--- src/pkg/otd_pkg.sv ---
// Package for the overtravel and rotation-direction control block.
// Assumes one 100 MHz clock and a synchronous active-low reset.
package otd_pkg;

	////////////////////////////////////////////////////////////////
	// Register port
	localparam int OTD_ADDR_W = 3;
	localparam int OTD_DATA_W = 16;
	localparam logic [2:0] OTD_OFS_SWA = 3'h0;
	localparam logic [2:0] OTD_OFS_SWB = 3'h1;
	localparam logic [2:0] OTD_OFS_STATE = 3'h2;
	localparam logic [2:0] OTD_OFS_EVT = 3'h3;
	localparam logic [2:0] OTD_OFS_MASK = 3'h4;

	////////////////////////////////////////////////////////////////
	// Field positions
	localparam int OTD_B_DIR = 0;
	localparam int OTD_B_FWD_OFF = 2;
	localparam int OTD_B_REV_OFF = 3;
	localparam int OTD_B_STOP_DECEL = 8;
	localparam int OTD_B_POST_CLAMP = 9;
	localparam int OTD_S_FWD_BLK = 0;
	localparam int OTD_S_REV_BLK = 1;
	localparam int OTD_S_REV_MODE = 2;
	localparam int OTD_S_STRAP = 3;
	localparam int OTD_S_STATE = 8;
	localparam int OTD_EV_FWD = 0;
	localparam int OTD_EV_REV = 1;
	localparam int OTD_EV_DONE = 2;
	localparam int OTD_EV_N = 3;

	////////////////////////////////////////////////////////////////
	// Reset values
	localparam logic [15:0] OTD_RST_SWA = 16'h0000;
	localparam logic [15:0] OTD_RST_SWB = 16'h0000;
	localparam logic [2:0] OTD_RST_EVT = 3'h0;
	localparam logic [2:0] OTD_RST_MASK = 3'h0;
	localparam logic OTD_RST_LIMIT = 1'b1;
	localparam logic OTD_RST_STRAP = 1'b0;
	localparam int OTD_SYNC_STAGES = 2;

	////////////////////////////////////////////////////////////////
	// Stop sequence states
	typedef enum logic [4:0] {
		OTD_RUN = 5'h01,
		OTD_SOFF_STOP = 5'h02,
		OTD_DECEL = 5'h04,
		OTD_CLAMP = 5'h08,
		OTD_SERVO_OFF = 5'h10
	} otd_state_e;

endpackage

--- src/rtl/otd_ctrl.sv ---
// Overtravel inhibit and rotation-direction control, top level.
// Assumes commands, motion flags and the control mode come from logic on clk;
// limit switches and the strap are raw pins.
//
// Functional notes
// - Direction bit, reset 0: 0 forward is ccw, 1 forward is cw.
// - Reverse mode only flips the sign of commanded motion, nothing else.
// - Strap present on the encoder connector forces reverse mode.
// - Forward limit enabled: low allows forward, high or open blocks it only.
// - Reverse limit enabled: low allows reverse, high or open blocks it only.
// - Forward limit enable bit: 0 honours input, 1 ignores it.
// - Reverse limit enable bit: 0 honours input, 1 ignores it.
// - Overtravel during motion forces a stop by the chosen stop method.
// - Stop-method bit, reset 0, and post-stop action bit are provided.
// - Stop bit 0 stops as servo-off; 1 decelerates with emergency torque.
// - After deceleration stop: bit 0 servo off, bit 1 zero clamp.
// - Torque control mode always stops as servo-off on overtravel.
//
// The plain strobed port and the register addresses are this design's own decisions.
`timescale 1ns/1ps
module otd_ctrl
	import otd_pkg::*;
(
	// Clock and reset
	input wire logic clk,
	input wire logic rstn,
	// Register port
	input wire logic [OTD_ADDR_W-1:0] addr,
	input wire logic [OTD_DATA_W-1:0] wdata,
	input wire logic wr,
	input wire logic rd,
	output logic [OTD_DATA_W-1:0] rdata,
	// Pins
	input wire logic fwd_limit_in,
	input wire logic rev_limit_in,
	input wire logic rev_strap_in,
	// Motion commands and status
	input wire logic cmd_fwd,
	input wire logic cmd_rev,
	input wire logic motor_moving,
	input wire logic motor_stopped,
	input wire logic torque_mode,
	// Motor drive outputs
	output logic drive_ccw,
	output logic drive_cw,
	output logic soff_stop,
	output logic decel_stop,
	output logic zero_clamp,
	output logic servo_off,
	output logic reverse_mode,
	// Interrupt
	output logic irq
);

	////////////////////////////////////////////////////////////////
	// Declarations
	logic [OTD_DATA_W-1:0] function_switch_a_reg;
	logic [OTD_DATA_W-1:0] function_switch_b_reg;
	logic [2:0] sync_lvl;
	logic fwd_lvl;
	logic rev_lvl;
	logic strap_lvl;
	logic fwd_block;
	logic rev_block;
	logic rev_mode;
	logic ot_hit;
	logic use_decel;
	otd_state_e state_reg;
	otd_state_e state_next;
	logic mot_fwd;
	logic mot_rev;
	logic fwd_block_reg;
	logic rev_block_reg;
	logic [OTD_EV_N-1:0] evt;
	logic [OTD_EV_N-1:0] evt_reg;
	logic [OTD_EV_N-1:0] mask_reg;
	logic [OTD_DATA_W-1:0] rdata_next;

	function automatic logic hit(input logic [OTD_ADDR_W-1:0] a, input logic [OTD_ADDR_W-1:0] o);
		hit = (a == o);
	endfunction

	////////////////////////////////////////////////////////////////
	// Pin synchronisers
	otd_sync #(
		.N(3),
		.RST_VAL({OTD_RST_STRAP, OTD_RST_LIMIT, OTD_RST_LIMIT})
	) u_sync (
		.clk(clk),
		.rstn(rstn),
		.pin({rev_strap_in, rev_limit_in, fwd_limit_in}),
		.lvl(sync_lvl)
	);

	assign fwd_lvl = sync_lvl[0];
	assign rev_lvl = sync_lvl[1];
	assign strap_lvl = sync_lvl[2];

	////////////////////////////////////////////////////////////////
	// Configuration switches
	always_ff @(posedge clk)
	begin
		if (!rstn)
			function_switch_a_reg <= OTD_RST_SWA;
		else if (wr && hit(addr, OTD_OFS_SWA))
			function_switch_a_reg <= wdata;
	end

	always_ff @(posedge clk)
	begin
		if (!rstn)
			function_switch_b_reg <= OTD_RST_SWB;
		else if (wr && hit(addr, OTD_OFS_SWB))
			function_switch_b_reg <= wdata;
	end

	////////////////////////////////////////////////////////////////
	// Direction and inhibit decode
	// Strap wins so a machine can be standardised without touching the switch
	assign rev_mode = strap_lvl | function_switch_b_reg[OTD_B_DIR];
	// Open switch reads high, so a broken wire also blocks motion
	assign fwd_block = fwd_lvl & ~function_switch_a_reg[OTD_B_FWD_OFF];
	assign rev_block = rev_lvl & ~function_switch_a_reg[OTD_B_REV_OFF];
	assign ot_hit = (fwd_block & cmd_fwd) | (rev_block & cmd_rev);
	// Torque mode cannot decelerate on a torque figure, so it always coasts or brakes
	assign use_decel = function_switch_a_reg[OTD_B_STOP_DECEL] & ~torque_mode;

	////////////////////////////////////////////////////////////////
	// Overtravel stop sequence
	always_comb
	begin
		state_next = state_reg;
		case (state_reg)
			OTD_RUN:
			begin
				if (ot_hit && motor_moving)
					state_next = use_decel ? OTD_DECEL : OTD_SOFF_STOP;
			end
			OTD_DECEL:
			begin
				if (motor_stopped)
				begin
					if (function_switch_a_reg[OTD_B_POST_CLAMP])
						state_next = OTD_CLAMP;
					else
						state_next = OTD_SERVO_OFF;
				end
			end
			OTD_SOFF_STOP, OTD_CLAMP, OTD_SERVO_OFF:
			begin
				if (!ot_hit)
					state_next = OTD_RUN;
			end
			default:
			begin
				state_next = OTD_RUN;
			end
		endcase
	end

	always_ff @(posedge clk)
	begin
		if (!rstn)
			state_reg <= OTD_RUN;
		else
			state_reg <= state_next;
	end

	////////////////////////////////////////////////////////////////
	// Motion gating and direction mapping
	// Only the blocked direction is cut; moving back off the switch stays legal
	assign mot_fwd = cmd_fwd & ~cmd_rev & ~fwd_block & (state_next == OTD_RUN);
	assign mot_rev = cmd_rev & ~cmd_fwd & ~rev_block & (state_next == OTD_RUN);

	always_ff @(posedge clk)
	begin
		if (!rstn)
		begin
			drive_ccw <= 1'b0;
			drive_cw <= 1'b0;
		end
		else
		begin
			drive_ccw <= rev_mode ? mot_rev : mot_fwd;
			drive_cw <= rev_mode ? mot_fwd : mot_rev;
		end
	end

	always_ff @(posedge clk)
	begin
		if (!rstn)
		begin
			soff_stop <= 1'b0;
			decel_stop <= 1'b0;
			zero_clamp <= 1'b0;
			servo_off <= 1'b0;
			reverse_mode <= 1'b0;
		end
		else
		begin
			soff_stop <= (state_next == OTD_SOFF_STOP);
			decel_stop <= (state_next == OTD_DECEL);
			zero_clamp <= (state_next == OTD_CLAMP);
			servo_off <= (state_next == OTD_SERVO_OFF);
			reverse_mode <= rev_mode;
		end
	end

	////////////////////////////////////////////////////////////////
	// Events and interrupt
	always_ff @(posedge clk)
	begin
		if (!rstn)
		begin
			// Match the synchronisers' blocked reset level, so release gives no false edge
			fwd_block_reg <= OTD_RST_LIMIT;
			rev_block_reg <= OTD_RST_LIMIT;
		end
		else
		begin
			fwd_block_reg <= fwd_block;
			rev_block_reg <= rev_block;
		end
	end

	assign evt[OTD_EV_FWD] = fwd_block & ~fwd_block_reg;
	assign evt[OTD_EV_REV] = rev_block & ~rev_block_reg;
	assign evt[OTD_EV_DONE] = (state_reg == OTD_DECEL) && (state_next != OTD_DECEL);

	otd_irq u_irq (
		.clk(clk),
		.rstn(rstn),
		.evt(evt),
		.evt_w1c(wr && hit(addr, OTD_OFS_EVT)),
		.mask_wr(wr && hit(addr, OTD_OFS_MASK)),
		.wdata(wdata[OTD_EV_N-1:0]),
		.evt_reg(evt_reg),
		.mask_reg(mask_reg),
		.irq(irq)
	);

	////////////////////////////////////////////////////////////////
	// Read back, one cycle after the strobe; unmapped reads zero
	always_comb
	begin
		rdata_next = '0;
		case (addr)
			OTD_OFS_SWA: rdata_next = function_switch_a_reg;
			OTD_OFS_SWB: rdata_next = function_switch_b_reg;
			OTD_OFS_STATE:
			begin
				rdata_next[OTD_S_FWD_BLK] = fwd_block;
				rdata_next[OTD_S_REV_BLK] = rev_block;
				rdata_next[OTD_S_REV_MODE] = rev_mode;
				rdata_next[OTD_S_STRAP] = strap_lvl;
				rdata_next[OTD_S_STATE +: 5] = state_reg;
			end
			OTD_OFS_EVT: rdata_next[OTD_EV_N-1:0] = evt_reg;
			OTD_OFS_MASK: rdata_next[OTD_EV_N-1:0] = mask_reg;
			default: rdata_next = '0;
		endcase
	end

	always_ff @(posedge clk)
	begin
		if (!rstn)
			rdata <= '0;
		else if (rd)
			rdata <= rdata_next;
		else
			rdata <= '0;
	end

	////////////////////////////////////////////////////////////////
	// Checks
	chk_sync_two_stage: assert property (@(posedge clk) disable iff (!rstn)
		$past(rstn, 2) |-> (fwd_lvl == $past(fwd_limit_in, 2)))
		else $error("limit input not delayed by two stages");

	chk_strap_forces_rev: assert property (@(posedge clk) disable iff (!rstn)
		strap_lvl |=> reverse_mode)
		else $error("strap did not force reverse mode");

	chk_default_dir: assert property (@(posedge clk) disable iff (!rstn)
		(!strap_lvl && !function_switch_b_reg[OTD_B_DIR]) |=> !reverse_mode)
		else $error("standard direction not kept");

	chk_fwd_limit_blocks: assert property (@(posedge clk) disable iff (!rstn)
		(fwd_lvl && !function_switch_a_reg[OTD_B_FWD_OFF] && cmd_fwd)
		|=> !(reverse_mode ? drive_cw : drive_ccw))
		else $error("forward motion while forward limit active");

	chk_rev_limit_ignore: assert property (@(posedge clk) disable iff (!rstn)
		(function_switch_a_reg[OTD_B_REV_OFF] && rev_lvl && state_reg == OTD_RUN && cmd_rev
		&& !cmd_fwd) |=> (drive_ccw || drive_cw))
		else $error("disabled reverse limit still blocks");

	chk_fwd_limit_ignore: assert property (@(posedge clk) disable iff (!rstn)
		(function_switch_a_reg[OTD_B_FWD_OFF] && state_reg == OTD_RUN && cmd_fwd
		&& !cmd_rev && !motor_moving) |=> (drive_ccw || drive_cw))
		else $error("disabled forward limit still blocks");

	chk_rev_limit_allows: assert property (@(posedge clk) disable iff (!rstn)
		(rev_block && state_reg == OTD_RUN && cmd_fwd && !cmd_rev && !fwd_block)
		|=> (drive_ccw || drive_cw))
		else $error("reverse limit wrongly blocks forward");

	chk_dir_invert: assert property (@(posedge clk) disable iff (!rstn)
		(rev_mode && mot_fwd) |=> (drive_cw && !drive_ccw))
		else $error("reverse mode did not invert motion");

	chk_torque_soff: assert property (@(posedge clk) disable iff (!rstn)
		(state_reg == OTD_RUN && ot_hit && motor_moving && torque_mode)
		|=> (state_reg == OTD_SOFF_STOP) ##0 soff_stop)
		else $error("torque mode did not stop as servo-off");

	chk_decel_select: assert property (@(posedge clk) disable iff (!rstn)
		(state_reg == OTD_RUN && ot_hit && motor_moving && !torque_mode
		&& function_switch_a_reg[OTD_B_STOP_DECEL]) |=> decel_stop)
		else $error("deceleration stop not chosen");

	chk_post_stop: assert property (@(posedge clk) disable iff (!rstn)
		(state_reg == OTD_DECEL && motor_stopped)
		|=> (zero_clamp == $past(function_switch_a_reg[OTD_B_POST_CLAMP]))
		&& (servo_off != zero_clamp))
		else $error("wrong action after deceleration stop");

	chk_ot_stops: assert property (@(posedge clk) disable iff (!rstn)
		(state_reg == OTD_RUN && ot_hit && motor_moving)
		|=> (soff_stop || decel_stop) && !drive_ccw && !drive_cw)
		else $error("overtravel did not stop the motor");

endmodule

--- src/rtl/otd_sync.sv ---
// Two-stage synchroniser for the limit switches and the strap.
// Assumes the inputs are asynchronous pins; each bit has its own reset value.
`timescale 1ns/1ps
module otd_sync
	import otd_pkg::*;
#(
	parameter int N = 3,
	parameter logic [N-1:0] RST_VAL = '0
)
(
	// Clock and reset
	input wire logic clk,
	input wire logic rstn,
	// Pins and synchronised levels
	input wire logic [N-1:0] pin,
	output logic [N-1:0] lvl
);

	////////////////////////////////////////////////////////////////
	// First stage feeds only the second stage
	genvar i;
	generate
		for (i = 0; i < N; i++)
		begin : g_bit
			logic meta_reg;
			logic hold_reg;
			always_ff @(posedge clk)
			begin
				if (!rstn)
				begin
					meta_reg <= RST_VAL[i];
					hold_reg <= RST_VAL[i];
				end
				else
				begin
					meta_reg <= pin[i];
					hold_reg <= meta_reg;
				end
			end
			assign lvl[i] = hold_reg;
		end
	endgenerate

endmodule

--- src/rtl/otd_irq.sv ---
// Sticky event flags, mask and level interrupt.
// Assumes one-cycle event pulses and one-cycle write strobes from the owner.
`timescale 1ns/1ps
module otd_irq
	import otd_pkg::*;
(
	// Clock and reset
	input wire logic clk,
	input wire logic rstn,
	// Events and register writes
	input wire logic [OTD_EV_N-1:0] evt,
	input wire logic evt_w1c,
	input wire logic mask_wr,
	input wire logic [OTD_EV_N-1:0] wdata,
	// State and interrupt
	output logic [OTD_EV_N-1:0] evt_reg,
	output logic [OTD_EV_N-1:0] mask_reg,
	output logic irq
);

	logic [OTD_EV_N-1:0] evt_next;

	// A new event beats a clear in the same cycle
	always_comb
	begin
		evt_next = evt_reg;
		if (evt_w1c)
			evt_next = evt_next & ~wdata;
		evt_next = evt_next | evt;
	end

	always_ff @(posedge clk)
	begin
		if (!rstn)
			evt_reg <= OTD_RST_EVT;
		else
			evt_reg <= evt_next;
	end

	always_ff @(posedge clk)
	begin
		if (!rstn)
			mask_reg <= OTD_RST_MASK;
		else if (mask_wr)
			mask_reg <= wdata;
	end

	assign irq = |(evt_reg & mask_reg);

	chk_set_beats_clear: assert property (@(posedge clk) disable iff (!rstn)
		(evt[OTD_EV_FWD] && evt_w1c) |=> evt_reg[OTD_EV_FWD])
		else $error("event lost against clear");

endmodule

--- config.mk ---
export PLATFORM = sky130hd
export DESIGN_NAME = otd_ctrl
export DESIGN_NICKNAME = d
export VERILOG_FILES = /design/src/pkg/otd_pkg.sv /design/src/rtl/otd_ctrl.sv /design/src/rtl/otd_sync.sv /design/src/rtl/otd_irq.sv
export SDC_FILE = /design/constraint.sdc
export NUM_CORES = 1
export LEC_CHECK = 0
export BUFFER_PORTS_ARGS = -buffer_cell sky130_fd_sc_hd__buf_4
export CORE_MARGIN = 10
export CORE_UTILIZATION = 45
export CTS_CLUSTER_SIZE = 25
export DETAILED_ROUTE_END_ITERATION = 6
export PLACE_DENSITY = 0.67
export SYNTH_ARGS = -nofsm -noshare
export SYNTH_HDL_FRONTEND = slang
export SYNTH_SLANG_ARGS = --single-unit
--- constraint.sdc ---
create_clock -name clk -period 2.17 [get_ports clk]
set_input_delay 0.217 -clock clk [delete_from_list [all_inputs] [get_ports clk]]
set_output_delay 0.217 -clock clk [all_outputs]
set_load 0.05 [all_outputs]
==> summary.md <==
The flow ran to the end, and the final reports show no timing, DRC or antenna violations. For this design the static power due to leakage is 1.456 nW. The xor/xnor share of the synthesized area was 0.5490%; the number of buffer and inverter instances along the worst setup path was 2. The run gives 0 as the number of diodes. After synthesis, flip-flops and latches occupy 46.43% of the total area.

The via count of the first global-routing pass was 2,392; the number of failing setup endpoints in the final timing report was 0. Counting every net in the synthesized netlist gives 373. The fraction of synthesized cell area taken by the top area cell type is 46.43%.

Across the VDD grid, the largest voltage drop is 0.2818 mV. The run gives 74 as the number of sinks on the clock net. The total area of multi-input combinational cells was 1531 µm²; the total count of hold-check failures in the final report was 0. Count of warnings emitted by yosys: 0.

The number of distinct library cell variants in the gate-level netlist after synthesis is 49, and the detail-routed via count per cell is 4.959. The cell type of the slowest stage on the worst timing path is a222oi_1. Measured against the total synthesized area, the mux share comes to 6.275%. Once placement completed, the tool counted placed cells totaling 471. The average instance area after synthesis is 9.329 µm², and the starting density of the core is 46.70%. Yosys attributes the largest share of cell area to dfxtp_1, nand2_1, a21boi_2, mux2i_1, nor2_1. The logs give 2 for the buffer depth of the longest clock path and 0 for the quantity of hold-fixing buffers added after cts. The critical path goes through a222oi_1 -> inv_1 -> buf_4. The clock-pin transition on the worst setup and hold timing paths works out to 70 ps.

The proportion of layout cells with a drive suffix above 1 was 26.41%; the slew at the pin closest to its max-slew limit was 665.9 ps. The class of the tightest hold or removal check is in2reg. The horizontal extent of the die was 104.2 µm; the post-route fraction of the period consumed by the critical path was 68.72%. The worst clock skew on the final layout was 5.722 ps. Library cell with the largest summed area after synthesis: dfxtp_1. Count of flip-flops with a built-in enable after synthesis: 0. Launching instance or port of the critical path: u_irq.evt_reg[1].

Compared with the post-synthesis result, the final layout area differs by 17.29%. After filler insertion, the fill cell instance count of the layout stands at 649. The area of the core region is 6832 µm².

After detailed routing, the average wire length per cell comes to 14.32 µm. For the number of H-tree branching levels, the log shows 3. The routed design could run at a clock period as short as 1491 ps.

The number of instances in the synthesized netlist came out at 342. The startpoint identified for the worst hold timing path is fwd_limit_in. The power after layout came out at 2.677 mW. The critical path is of the reg2out type.

The final instance count without filler cells was 486; the routed wire length was 6961 µm. The total of flip-flops plus latches after synthesis is 74, and the data arrival time of the worst path is 1270 ps. For this block, the initial DRC count from the detailed router was 147.

Max-capacitance violation count: 0. STA classifies the critical path endpoint as an output port. For the setup TNS after final layout, the log shows 0 ps.

The global-route usage over all layers is 12.76%. For the worst-skew pair, the clock arrives at the later sink with an insertion delay of 340 ps. The most used flip-flop cell after synthesis is dfxtp_1. The height of the die was 104.2 µm.

TritonCTS built the clock tree. Of all nets on the critical path, the largest fanout is 3. Post-CTS repair changed the size of 0 cells. The worst hold margin is 52.74 ps, and the count of unresolved DRC violations after routing is 0. For the pin count of the biggest net entering global routing, the log shows 34.

The synthesized netlist devotes 0% of its cell area to adder and majority cells. For this design the top-level I/O count stands at 55. The required time of the worst setup path was 1950 ps; the combined area of all synthesized cells was 3191 µm².

The port buffer count is 54. The origin of the critical flop-to-flop path is state_reg[1]. The synthesized netlist devotes 17.61% of its cell area to compound gates.

In this run the power density over the cells is 715.4 nW/µm². For the initial antenna violation count, the log shows 0. The kind of cell with the highest combined delay along the critical path is compound AO/OA/AOI/OAI gates.

For this run, the top clock speed supported by timing is 670.6 MHz. The first global-routing pass estimated 11,480 µm of wire. The total overflow left after global routing is 0. Once the clock tree was built, the setup fixing pass inserted 0 buffers.

For the half-perimeter wire length after placement, the log shows 4908 µm. Number of cell rows: 30. The tree is rooted in a clkbuf_8. Setup repair after global routing left no endpoint under its margin. After synthesis, the share of flip-flops with an asynchronous set or reset is 0%. The synthesized-area fraction occupied by and/or/nand/nor cells works out to 23.57%. By count the netlist is led by dfxtp_1, nand2_1, nor2_1. Registers take 1481 µm². In this design, the stage delay of the slowest critical-path cell is 340 ps. The run gives 0 as the number of nets with antenna violations after routing. STA classifies the critical path startpoint as a register. The die covers 10,860 µm². The number of pins with negative max-slew slack in the final report was 0; the number of nets in the finished design was 417. The congestion estimate from routability-driven global placement came to 0.8046. Before antenna repair, the detailed router went through 5 iterations.

Detailed routing inserted a total of 2,410 vias. Most frequent cell after synthesis: dfxtp_1. The relative slew slack came out at 55.61%. Main combinational cell family by area after synthesis: simple AND/OR/NAND/NOR gates. The number of buffers added by the clock tree synthesis step was 9.
-- power by group --
| part | leakage [nW] | total [mW] | internal, mW | switching, mW |
|---|---|---|---|---|
| clock network | 0.0962 | 1.03 | 0.554 | 0.476 |
| registers | 0.600 | 1.41 | 1.39 | 0.0209 |
| logic | 0.759 | 0.239 | 0.113 | 0.126 |
-- metrics by stage --
step | area [µm²] | setup WS, ps | util (%)
floorplan | 3191 | 885.0 | -
global placement | 3557 | 612.9 | 52.07
detailed placement | 3557 | 534.3 | 52.07
CTS | 3742 | 648.5 | 54.78
global route | 3742 | 557.8 | 54.78
finish | 3742 | 678.7 | 54.78
-- cells by family after synthesis --
logic type	count (synthesis)
xor+xnor	2
flops	74
mux	20
simple gates	154
compound gates	67
buf+inv	25
-- final timing paths --
check                                  end  slack [ps]  cells after the start
setup / recovery                       irq         680                      3
hold / removal    u_sync.g_bit[0].meta_reg          50                      2
setup reg to reg              state_reg[0]         720                      4
hold reg to reg   u_sync.g_bit[1].hold_reg         410                      1
-- final cells by class --
cell class / count / area share [%]
timing repair buffer: 55 / 11.03
sequential: 74 / 39.59
clock inverter: 3 / 1.070
inverter: 3 / 0.3009
multi-input combinational: 243 / 40.92
clock buffer: 12 / 3.878
tap: 96 / 3.210
-- routing by layer --
| layer | wire length [µm] | global-route usage [%] |
|---|---|---|
| met1 | 3266 | 14.99 |
| met3 | 317 | 3.717 |
| met5 | 0 | 0 |
| met2 | 3299 | 21.13 |
| met4 | 79 | 5.368 |
-- cell usage in the layout (no fill, tap or decap), types with 2 or more instances in the layout --
master     Yosys  final
nor2_1        30     30
a21boi_1      12     12
clkbuf_8       0     10
a21boi_2      20     20
a21oi_1       11     11
nand3_1        2      2
or3_1          2      2
dfxtp_1       74     74
nor2b_1       14     14
clkinv_2       0      2
nand2b_1       8      8
nor3b_1        2      2
nand2_1       71     71
nor3_1         2      2
a21boi_0       2      2
o21ai_0        4      4
inv_1          3      3
o22a_2         2      2
a2bb2oi_1      3      3
nand4_1        2      2
clkbuf_1       8      2
mux2i_1       20     20
nor4b_1        2      2
buf_4          2     55
nand2_2        4      4
xor2_1         2      2
and2_1         5      5
o22ai_1        2      2
o21a_1         2      2
-- worst reg2reg max path, stage by stage (launching register included) --
cell and delay, ps:
dfxtp_1 530, xor2_1 130, o211ai_2 260, nor2_1 80, or3_1 340
(Power assumes the default switching activity.)
